==> config.mk <==
export PLATFORM = sky130hd
export DESIGN_NAME = bscan_unit
export DESIGN_NICKNAME = d
export VERILOG_FILES = /design/src/hw/bscan_pkg.sv /design/src/hw/bscan_unit.sv /design/src/hw/edge_sync.sv
export SDC_FILE = /design/constraint.sdc
export NUM_CORES = 1
export LEC_CHECK = 0
export ABC_CLOCK_PERIOD_IN_PS = 5610
export BUFFER_PORTS_ARGS = -buffer_cell sky130_fd_sc_hd__clkbuf_2
export CAP_MARGIN = 20
export CORE_MARGIN = 10
export CORE_UTILIZATION = 45
export CTS_CLUSTER_SIZE = 8
export DETAILED_ROUTE_END_ITERATION = 7
export GPL_TIMING_DRIVEN = 1
export PLACE_DENSITY = 0.75
export SKIP_CTS_REPAIR_TIMING = 1
export SYNTH_ARGS = -nofsm -noshare
export SYNTH_HDL_FRONTEND = slang
export SYNTH_SLANG_ARGS = --single-unit
==> constraint.sdc <==
create_clock -name clk_sys_i -period 5.61 [get_ports clk_sys_i]
set_input_delay 0.2805 -clock clk_sys_i [delete_from_list [all_inputs] [get_ports clk_sys_i]]
set_output_delay 0.2805 -clock clk_sys_i [all_outputs]
set_load 0.005 [all_outputs]
==> src/hw/bscan_pkg.sv <==
// Purpose: Shared constants and types for the boundary-scan instruction unit.
// Assumes: An 8-bit instruction register and a small boundary chain.
// Notes: Instruction codes other than the identification code are local choices.
package bscan_pkg;
   // Width of the instruction register.
   localparam int IR_W = 8;
   // Length of the boundary chain; the top three cells are output enables.
   localparam int CHAIN_W = 16;
   // Number of functional pins covered by the chain.
   localparam int PIN_W = 13;
   // Instruction codes.
   localparam logic [7:0] INS_EXTEST = 8'h00;
   localparam logic [7:0] INS_SAMPLE = 8'h01;
   localparam logic [7:0] INS_IDCODE = 8'h03;
   localparam logic [7:0] INS_BYPASS = 8'hFF;
   // Value loaded into the instruction shifter in Capture-IR.
   localparam logic [7:0] IR_CAPTURE = 8'h01;
   // Fields of the identification word; the values are arbitrary.
   localparam logic [3:0] ID_VERSION = 4'h1;
   localparam logic [15:0] ID_PRODUCT = 16'h1234;
   localparam logic [10:0] ID_MAKER = 11'h055;
   // Positions of the enable cells at the top of the chain.
   localparam int EN_LSB = 13;
   // Reset values.
   localparam logic [15:0] CHAIN_RESET = 16'h0000;
   // Selected data register.
   typedef enum logic [1:0] {SEL_BYPASS, SEL_CHAIN, SEL_ID} dr_sel_e;
   // Strobes decoded from the TAP state, each high while the TAP rests in that state.
   typedef struct packed {
      logic tlr;
      logic cap_dr;
      logic sh_dr;
      logic upd_dr;
      logic cap_ir;
      logic sh_ir;
      logic upd_ir;
   } tap_strobe_s;
endpackage

==> src/hw/bscan_unit.sv <==
// Purpose: Test port instruction unit driving the chain, bypass and ID paths.
// Assumes: Test clock is slow compared to clk_sys_i and is sampled here.
// Notes: The pin-side mux sits here so the chain can take the pins.
// How it works
// - EXTEST puts boundary chain on data path.
// - EXTEST drives updated outputs, captures input pins.
// - SAMPLE/PRELOAD puts chain on data path.
// - SAMPLE captures all pad levels at Capture-DR.
// - Shifting under SAMPLE leaves system pins alone.
// - BYPASS selects the one-bit bypass stage.
// - BYPASS leaves system logic driving pins.
// - IDCODE selects the identification register.
// - ID is 32 bits, bit 0 one, LSB first.
// - Reset selects IDCODE, clears top chain bits.
// - Capture-IR loads 00000001 into instruction shifter.
// - Sample inputs on rise, change output on fall.
module bscan_unit (
   input wire logic clk_sys_i,
   input wire logic reset_i,
   input wire logic test_clock_i,
   input wire logic test_mode_select_i,
   input wire logic test_data_in_i,
   input wire logic test_reset_n_i,
   output logic test_data_out_o,
   output logic test_data_out_oe_o,
   input wire logic [bscan_pkg::PIN_W-1:0] sys_out_i,
   input wire logic [2:0] sys_oe_i,
   input wire logic [bscan_pkg::PIN_W-1:0] pad_in_i,
   output logic [bscan_pkg::PIN_W-1:0] pad_out_o,
   output logic [2:0] pad_oe_o
);
   // TAP states.
   typedef enum logic [3:0] {
      ST_TLR, ST_RTI, ST_SEL_DR, ST_CAP_DR, ST_SH_DR, ST_EX1_DR, ST_PA_DR, ST_EX2_DR,
      ST_UPD_DR, ST_SEL_IR, ST_CAP_IR, ST_SH_IR, ST_EX1_IR, ST_PA_IR, ST_EX2_IR, ST_UPD_IR
   } tap_e;

   // Synchronised test pins and test clock edges.
   logic tck_rise, tck_fall, tms_s, tdi_s, trst_n_s;
   // Pin levels after their own two-flop synchronisers.
   logic [bscan_pkg::PIN_W-1:0] pad_s;

   // Decode of an instruction to its data register.
   function automatic bscan_pkg::dr_sel_e decode_ins(input logic [7:0] ins);
      bscan_pkg::dr_sel_e r;
      r = bscan_pkg::SEL_BYPASS;
      if (ins == bscan_pkg::INS_EXTEST || ins == bscan_pkg::INS_SAMPLE) begin
         r = bscan_pkg::SEL_CHAIN;
      end else if (ins == bscan_pkg::INS_IDCODE) begin
         r = bscan_pkg::SEL_ID;
      end
      return r;
   endfunction

   // Test clock edge detector.
   edge_sync u_tck (.clk_sys_i(clk_sys_i), .reset_i(reset_i), .async_i(test_clock_i),
      .level_o(), .rise_o(tck_rise), .fall_o(tck_fall));
   // Mode select synchroniser.
   edge_sync u_tms (.clk_sys_i(clk_sys_i), .reset_i(reset_i), .async_i(test_mode_select_i),
      .level_o(tms_s), .rise_o(), .fall_o());
   // Data input synchroniser.
   edge_sync u_tdi (.clk_sys_i(clk_sys_i), .reset_i(reset_i), .async_i(test_data_in_i),
      .level_o(tdi_s), .rise_o(), .fall_o());
   // Test reset synchroniser; resets to the asserted level.
   edge_sync u_trst (.clk_sys_i(clk_sys_i), .reset_i(reset_i), .async_i(test_reset_n_i),
      .level_o(trst_n_s), .rise_o(), .fall_o());
   // Each pin level is synchronised before the chain may capture it.
   for (genvar g = 0; g < bscan_pkg::PIN_W; g++) begin : g_pad_sync
      edge_sync u_pad (.clk_sys_i(clk_sys_i), .reset_i(reset_i), .async_i(pad_in_i[g]),
         .level_o(pad_s[g]), .rise_o(), .fall_o());
   end

   // Registers.
   tap_e state_q, state_d;
   logic [7:0] ir_sh_q; // Instruction shifter.
   logic [7:0] ir_q; // Current instruction.
   logic [bscan_pkg::CHAIN_W-1:0] ch_sh_q; // Chain shift stages.
   logic [bscan_pkg::CHAIN_W-1:0] ch_up_q; // Chain update latches.
   logic [31:0] id_sh_q; // Identification shifter.
   logic byp_q; // Bypass stage.
   logic tdo_q, tdo_oe_q; // Output pin registers.

   // Decoded selections and strobes.
   wire bscan_pkg::dr_sel_e sel = decode_ins(ir_q);
   wire extest = (ir_q == bscan_pkg::INS_EXTEST);
   // The identification word is fixed; bit 0 is always one.
   wire [31:0] id_word = {bscan_pkg::ID_VERSION, bscan_pkg::ID_PRODUCT,
      bscan_pkg::ID_MAKER, 1'b1};
   // SAMPLE sees the system enables and the synchronised pin levels.
   wire [bscan_pkg::CHAIN_W-1:0] pads = {sys_oe_i, pad_s};
   // EXTEST keeps the enable cells and takes the synchronised pin levels.
   wire [bscan_pkg::CHAIN_W-1:0] extest_cap = {ch_up_q[15:13], pad_s};
   // Each strobe stands for as long as the TAP rests in its state.
   bscan_pkg::tap_strobe_s stb;
   assign stb.tlr = (state_q == ST_TLR);
   assign stb.cap_dr = (state_q == ST_CAP_DR);
   assign stb.sh_dr = (state_q == ST_SH_DR);
   assign stb.upd_dr = (state_q == ST_UPD_DR);
   assign stb.cap_ir = (state_q == ST_CAP_IR);
   assign stb.sh_ir = (state_q == ST_SH_IR);
   assign stb.upd_ir = (state_q == ST_UPD_IR);

   // Serial output selected by state and instruction.
   logic tdo_mux;
   always_comb begin
      tdo_mux = byp_q;
      if (stb.sh_ir) begin
         tdo_mux = ir_sh_q[0];
      end else if (sel == bscan_pkg::SEL_CHAIN) begin
         tdo_mux = ch_sh_q[0];
      end else if (sel == bscan_pkg::SEL_ID) begin
         tdo_mux = id_sh_q[0];
      end
   end

   // Standard sixteen-state TAP transitions.
   // The mode select level picks the next state at each test clock rise.
   always_comb begin
      case (state_q)
         ST_TLR: state_d = tms_s ? ST_TLR : ST_RTI;
         ST_RTI: state_d = tms_s ? ST_SEL_DR : ST_RTI;
         ST_SEL_DR: state_d = tms_s ? ST_SEL_IR : ST_CAP_DR;
         ST_CAP_DR: state_d = tms_s ? ST_EX1_DR : ST_SH_DR;
         ST_SH_DR: state_d = tms_s ? ST_EX1_DR : ST_SH_DR;
         ST_EX1_DR: state_d = tms_s ? ST_UPD_DR : ST_PA_DR;
         ST_PA_DR: state_d = tms_s ? ST_EX2_DR : ST_PA_DR;
         ST_EX2_DR: state_d = tms_s ? ST_UPD_DR : ST_SH_DR;
         ST_UPD_DR: state_d = tms_s ? ST_SEL_DR : ST_RTI;
         ST_SEL_IR: state_d = tms_s ? ST_TLR : ST_CAP_IR;
         ST_CAP_IR: state_d = tms_s ? ST_EX1_IR : ST_SH_IR;
         ST_SH_IR: state_d = tms_s ? ST_EX1_IR : ST_SH_IR;
         ST_EX1_IR: state_d = tms_s ? ST_UPD_IR : ST_PA_IR;
         ST_PA_IR: state_d = tms_s ? ST_EX2_IR : ST_PA_IR;
         ST_EX2_IR: state_d = tms_s ? ST_UPD_IR : ST_SH_IR;
         ST_UPD_IR: state_d = tms_s ? ST_SEL_DR : ST_RTI;
         default: state_d = ST_TLR;
      endcase
   end

   // State advances on the test clock rising edge; test reset forces TLR.
   always_ff @(posedge clk_sys_i) begin
      if (reset_i || !trst_n_s) begin
         state_q <= ST_TLR;
      end else if (tck_rise) begin
         state_q <= state_d;
      end
   end

   // Instruction shifter and current instruction.
   always_ff @(posedge clk_sys_i) begin
      if (reset_i || !trst_n_s) begin
         ir_sh_q <= bscan_pkg::IR_CAPTURE;
         ir_q <= bscan_pkg::INS_IDCODE;
      end else if (tck_rise) begin
         if (stb.tlr) begin
            ir_q <= bscan_pkg::INS_IDCODE;
         end else if (stb.cap_ir) begin
            ir_sh_q <= bscan_pkg::IR_CAPTURE;
         end else if (stb.sh_ir) begin
            ir_sh_q <= {tdi_s, ir_sh_q[7:1]};
         end else if (stb.upd_ir) begin
            // A shifted instruction takes effect only here, never in mid-shift.
            ir_q <= ir_sh_q;
         end
      end
   end

   // Boundary chain capture, shift and update.
   always_ff @(posedge clk_sys_i) begin
      if (reset_i || !trst_n_s) begin
         ch_sh_q <= bscan_pkg::CHAIN_RESET;
         ch_up_q <= bscan_pkg::CHAIN_RESET;
      end else if (tck_rise) begin
         if (stb.tlr) begin
            // Leaving by the mode pin clears only the enable cells.
            ch_up_q[15:13] <= 3'h0;
         end else if (sel == bscan_pkg::SEL_CHAIN && stb.cap_dr) begin
            ch_sh_q <= extest ? extest_cap : pads;
         end else if (sel == bscan_pkg::SEL_CHAIN && stb.sh_dr) begin
            ch_sh_q <= {tdi_s, ch_sh_q[15:1]};
         end else if (sel == bscan_pkg::SEL_CHAIN && stb.upd_dr) begin
            ch_up_q <= ch_sh_q;
         end
      end
   end

   // Identification and bypass shifters.
   always_ff @(posedge clk_sys_i) begin
      if (reset_i) begin
         id_sh_q <= 32'h0000_0000;
         byp_q <= 1'b0;
      end else if (tck_rise) begin
         if (stb.cap_dr) begin
            id_sh_q <= id_word;
            // Bypass captures zero so that a stuck path shows up.
            byp_q <= 1'b0;
         end else if (stb.sh_dr) begin
            id_sh_q <= {tdi_s, id_sh_q[31:1]};
            byp_q <= tdi_s;
         end
      end
   end

   // Output pin changes on the test clock falling edge.
   always_ff @(posedge clk_sys_i) begin
      if (reset_i) begin
         tdo_q <= 1'b0;
         tdo_oe_q <= 1'b0;
      end else if (tck_fall) begin
         tdo_q <= tdo_mux;
         // The enable is high only while a register shifts.
         tdo_oe_q <= stb.sh_dr | stb.sh_ir;
      end
   end

   // The serial pins come straight from their registers.
   assign test_data_out_o = tdo_q;
   assign test_data_out_oe_o = tdo_oe_q;
   // Pins take the chain only under EXTEST, system logic otherwise.
   assign pad_out_o = extest ? ch_up_q[12:0] : sys_out_i;
   assign pad_oe_o = extest ? ch_up_q[15:13] : sys_oe_i;
endmodule // bscan_unit

==> src/hw/edge_sync.sv <==
// Purpose: Two-flop synchroniser with rising and falling edge pulses.
// Assumes: Input comes from another clock domain.
// Notes: The first flop feeds only the second flop.
module edge_sync (
   input wire logic clk_sys_i,
   input wire logic reset_i,
   input wire logic async_i,
   output logic level_o,
   output logic rise_o,
   output logic fall_o
);
   // Metastability stage, second stage and history flop.
   logic meta_q;
   logic sync_q;
   logic prev_q;

   // Sampling chain.
   always_ff @(posedge clk_sys_i) begin
      if (reset_i) begin
         meta_q <= 1'b0;
         sync_q <= 1'b0;
         prev_q <= 1'b0;
      end else begin
         meta_q <= async_i;
         sync_q <= meta_q;
         prev_q <= sync_q;
      end
   end

   // Edge pulses come from the synchronised stages only.
   assign level_o = sync_q;
   assign rise_o = sync_q & ~prev_q;
   assign fall_o = ~sync_q & prev_q;
endmodule // edge_sync

# After elaboration in Yosys (flattened, before gate mapping)
# Index checks and enable logic that the tools add are counted.
[op_classes]
n_eq_ne = 23
n_mux = 37
n_bitwise = 8
n_reduce_logical = 22
[op_table]
columns = ["op", "n"]
rows = [
  ["$mux 16", 6],
  ["$mux 32", 2],
  ["$mux 8", 6],
  ["$pmux 4 s12", 1],
  ["$eq 4x4->1 const B", 8],
  ["$eq 4x3->1 const B", 4],
  ["$mux 4", 4],
  ["$mux 13", 1],
  ["$mux 3", 4],
  ["$mux 2", 5],
  ["$reduce_bool 2->1", 5],
  ["$eq 4x2->1 const B", 2],
  ["$eq 8x1->1 const B", 1],
  ["$eq 8x2->1 const B", 1],
  ["$logic_not 8->1", 1],
  ["$mux 1", 8],
  ["$reduce_and 4->1", 2],
  ["$reduce_and 3->1", 2],
  ["$not 1->1", 5],
  ["$reduce_and 5->1", 1],
  ["$eq 4x1->1 const B", 1],
  ["$logic_not 4->1", 1],
  ["$ne 2x1->1 const B", 2],
  ["$ne 2x2->1 const B", 2],
  ["10 further kinds", 15],
]
[totals]
regBits = 122
input_bits = 35
out_inout_bits = 18
word_cells = 135

# Longest topological paths before layout
[logic_depth]
depth_word = 9
depth_mapped = 7
ltp_nobuf = 4

# By module
# A second synthesis with hierarchy kept.
[hier_totals]
cells_unflattened = 585
area_unflattened_um2 = 5639.2
[modules_own_cells]
columns = ["mod", "instances", "cells_per_inst", "area_each_um2", "seq_area_each_um2"]
rows = [
  ["bscan_unit", 1, 449, 4086.4, 1721.7],
  ["edge_sync", 17, 8, 91.3, 60.1],
]

# Worst setup path after synthesis
# Ideal clock, no wire load.
[synth_timing]
path_kind = "register to output"
startpoint = "register ir_q[2]"
endpoint = "output port pad_oe_o[0]"
t_arrival_ns = 1.733
required_time_ns = 5.330
setup_slack_ns = 3.596
stages_incl_launch_ff = 5
path_buffers = 1
path_cell_list = "dfxtp_1 > or4_4 > nor4_4 > buf_6 > mux2_2"
[synth_via]
elab_chain_cells = 2
[synth_rtl]
columns = ["element", "line_no", "source"]
rows = [
  ["start: declaration", "bscan_unit.sv:76", "logic [7:0] ir_q;"],
  ["start signal: assignment", "bscan_unit.sv:153", "ir_q <= bscan_pkg::INS_IDCODE;"],
  ["start signal: assignment", "bscan_unit.sv:156", "ir_q <= bscan_pkg::INS_IDCODE;"],
  ["start signal: assignment", "bscan_unit.sv:163", "ir_q <= ir_sh_q;"],
  ["$logic_not 8->1", "bscan_unit.sv:85", "wire extest = (ir_q == bscan_pkg::INS_EXTEST);"],
  ["$mux 3", "bscan_unit.sv:221", "assign pad_oe_o = extest ? ch_up_q[15:13] : sys_oe_i;"],
  ["end: declaration", "bscan_unit.sv:30", "output logic [2:0] pad_oe_o"],
]
# Every way passes these cells.

# Final worst setup path
[layout_timing]
startpoint = "register state_q[2]"
endpoint = "register ch_sh_q[13] (netlist bit)"
[layout_via]
elab_chain_cells = 4
elab_cells_between_ends = 9
classes_between = "eq/ne: 2; mux: 1; bitwise: 1; reduce/logical: 5"
[layout_rtl]
columns = ["element", "line_no", "source"]
rows = [
  ["start: declaration", "bscan_unit.sv:74", "tap_e state_q, state_d;"],
  ["start signal: assignment", "bscan_unit.sv:145", "state_q <= state_d;"],
  ["$eq 4x2->1 or $eq 4x3->1 (tied branches)", "bscan_unit.sv:96, bscan_unit.sv:97", ""],
  ["$logic_and 1x1->1, on equally long branches", "bscan_unit.sv:177, bscan_unit.sv:179", ""],
  ["$reduce_bool 2->1 (no source line)", "-", ""],
  ["$reduce_and 3->1 (no source line)", "-", ""],
  ["end signal: assignment", "bscan_unit.sv:171", "ch_sh_q <= bscan_pkg::CHAIN_RESET;"],
  ["end signal: assignment", "bscan_unit.sv:178", "ch_sh_q <= extest ? extest_cap : pads;"],
  ["end signal: assignment", "bscan_unit.sv:180", "ch_sh_q <= {tdi_s, ch_sh_q[15:1]};"],
  ["end: declaration", "bscan_unit.sv:77", "logic [bscan_pkg::CHAIN_W-1:0] ch_sh_q;"],
]
# Parallel ways exist; a longest one is shown, timed or not.
# A chain may end at the register's enable or synchronous reset.

==> reports/results.ini <==
[status]
outcome=finished with violations
violations=hold timing

[sta]
finalMaxSlewViolations=0
tns_ns=0
setup_viol=0
hold_viol=1
hold_ws_ns=-0.02574
worst-slew-pin-transition_ns=0.9501
finClkSkew_ns=0.008169
slew-limit-headroom_pct=36.18
grt_setup_unrepaired=no
fmaxAchievable_ghz=0.3294
fin_crit_sh_pct=54.11
min_period_ns=3.036
timing.final.ws_setup_ns=2.574

[power_and_ir_drop]
p_seq_share_pct=43.8
p_sw_w=0.0004186
p_int_w=0.001584
peakVddDrop_uv=166.5
leakage_nw=2.247
switching_share_pct=20.90
power_density_nw_per_um2=330.6
pwr-share-comb_pct=3.1
clkPwrFrac_pct=53.1

[yosys]
synth.distinct_cells=48
synth_top_family_by_area=simple AND/OR/NAND/NOR gates
synth.net_count=556
ys_top_cells_by_area=dfxtp_1 48%, mux2i_1 11%, nor2b_1 7.5%
synthTopCellsByCount=121 x dfxtp_1, 60 x nor2b_1, 54 x nor2_1, 53 x mux2i_1, 36 x nand2_1
yosysTopAreaCellShare_pct=48.15
synth_largest_area_cell=dfxtp_1
synth_most_common_cell=dfxtp_1
synthCells=521
synth-edff-count=0
async_flop_share_pct=0
muxShareOfSynthArea_pct=14.13
synth_fa_ha_area_share_pct=0
synth_xor_area_share_pct=0.1741
ys.flop_type=dfxtp_1
synth_seq_cells=121
synth_compound_area_share_pct=11.49
yosys.area_share.simple_pct=21.06
yosysWarnings=0
ys_seq_area_share_pct=48.15
avgSynthCellArea_um2=9.657
netlist_area_um2=5031

[layout]
synthToLayoutAreaGrowth_pct=20.42
final_core_utilization_pct=55.64
fill_cells=929
fin_nets=605
antennaDiodeCount=0
drive_gt1_share_pct=20.07

[clock_tree]
cts_buffers=17
clockBufferDepth=2
clock-root-buffer=clkbuf_8
h-tree-depth=4
cts.sinks=121
clk_pin_slew_ns=0.06
insertion_delay_ns=0.52
cts_tree=built

[route]
dr.first_iter.drc_count=306
wl_per_cell_um=14.45
drc=0
drt_wl_total_um=10450
antenna_left=0
vias_per_cell=5.243
dr.pass1.iters=6
vias=3791

[placed_design]
port_buffers=52
post-place-ws_ns=2.648
dp_hpwl_um=6602
gp_congestion=0.8473

[die]
chipHeight_um=125.7
start_util_pct=46.21
num_rows=38
dieArea_um2=15810
die_w_um=125.7
ios=53
core_area_um2=10890

[worst_setup_path]
path_class=register to register
worstSetupEndpointType=register
worstPathArrival_ns=3.48
worstSetupStartpointType=register
worstPathMaxFanout=57
required_ns=6.05

[worst_hold_path]
min_path_type=input pin to register

[global_routing]
grt_antenna_before_repair=0
grt_start_max_net_pins=73
grt_first_pass_wirelength_um=17800
grt_pass1_vias=3651
grtUsageTotal_pct=13.13
grt-ovfl-total=0

[flow_run]
drv_cap=0

## cell type report
class                      count  area, um^2  share of cell area, %
clock buffer                  22       473.0                  7.807
clock inverter                10       117.6                  1.941
inverter                       6       22.52                 0.3717
multi-input combinational    351        2382                  39.32
sequential                   121        2422                  39.98
tap                          140       175.2                  2.891
timing repair buffer          73       465.4                  7.683
## layout by cell type, fill, tap and decap left out, types with 5 or more instances in the layout
cell type      count
dlygate4sd3_1     16
mux2_2            16
a22o_1             5
nand2b_1           5
nand4_1            5
nor2b_1           59
nor2_1            54
inv_1              6
a21oi_1           27
clkbuf_16         16
mux2i_1           53
clkbuf_8           5
a211oi_1          25
o21ai_0            7
nand2_1           36
clkbuf_2          52
dfxtp_1          121
a22oi_1            5
nor3_1             7
## power groups by stage
| stage | Sequential, W | Clock, W | Combinational [W] |
|---|---|---|---|
| after floorplan | 0.000892 | 0 | 0.0000314 |
| after global placement | 0.000895 | 0 | 0.0000516 |
| after detailed placement | 0.000895 | 0 | 0.0000533 |
| after CTS | 0.000876 | 0.00108 | 0.0000536 |
| after global routing | 0.000877 | 0.00112 | 0.0000693 |
| final | 0.000876 | 0.00106 | 0.0000622 |
## layer usage
layer / part of all wire [%] / GRT usage (%)
met2: 46 / 20.01
met5: 0 / 0
met3: 5.6 / 4.572
met4: 1.6 / 5.090
met1: 47 / 16.69
## registers in the layout (all words and copies together) (netlist names), 4 cells and up
register / flops
ch_sh_q: 16
ch_up_q: 16
g_pad_sync.u_pad.level_o: 13
g_pad_sync.u_pad.meta_q: 13
id_sh_q: 32
ir_q: 8
ir_sh_q: 8
state_q: 4
## stage by stage
stage / instances / power (W) / cell area [um^2]
finish: 723 / 0.002003 / 6058
global route: 723 / 0.002063 / 6058
CTS: 706 / 0.002007 / 5883
detailed placement: 674 / 0.0009483 / 5293
global placement: 674 / 0.0009465 / 5293
floorplan: 521 / 0.0009235 / 5031
## worst max-delay path, cell delays in order (launching register included)
cell      delay, ns
dfxtp_1        0.78
or3b_1         0.45
a211oi_4       0.20
buf_4          0.59
and2_1         0.65
mux2i_1        0.27
## final timing paths
path	end	slack, ns	cells past startpoint	startpoint
hold reg to reg	u_tck.level_o	0.43	1	u_tck.meta_q
hold / removal	g_pad_sync[1].u_pad.meta_q	-0.03	2	pad_in_i[1]
setup / recovery	ch_sh_q[13]	2.57	5	state_q[2]
setup reg to reg	ch_sh_q[13]	2.57	5	state_q[2]
## cells by family after synthesis
| group | Yosys count |
|---|---|
| AO/OA/AOI/OAI | 86 |
| XOR/XNOR | 1 |
| buffers and inverters | 49 |
| flip-flops | 121 |
| multiplexers | 69 |
| AND/OR/NAND/NOR | 195 |
Note: power is estimated with default switching activity, not from simulation.
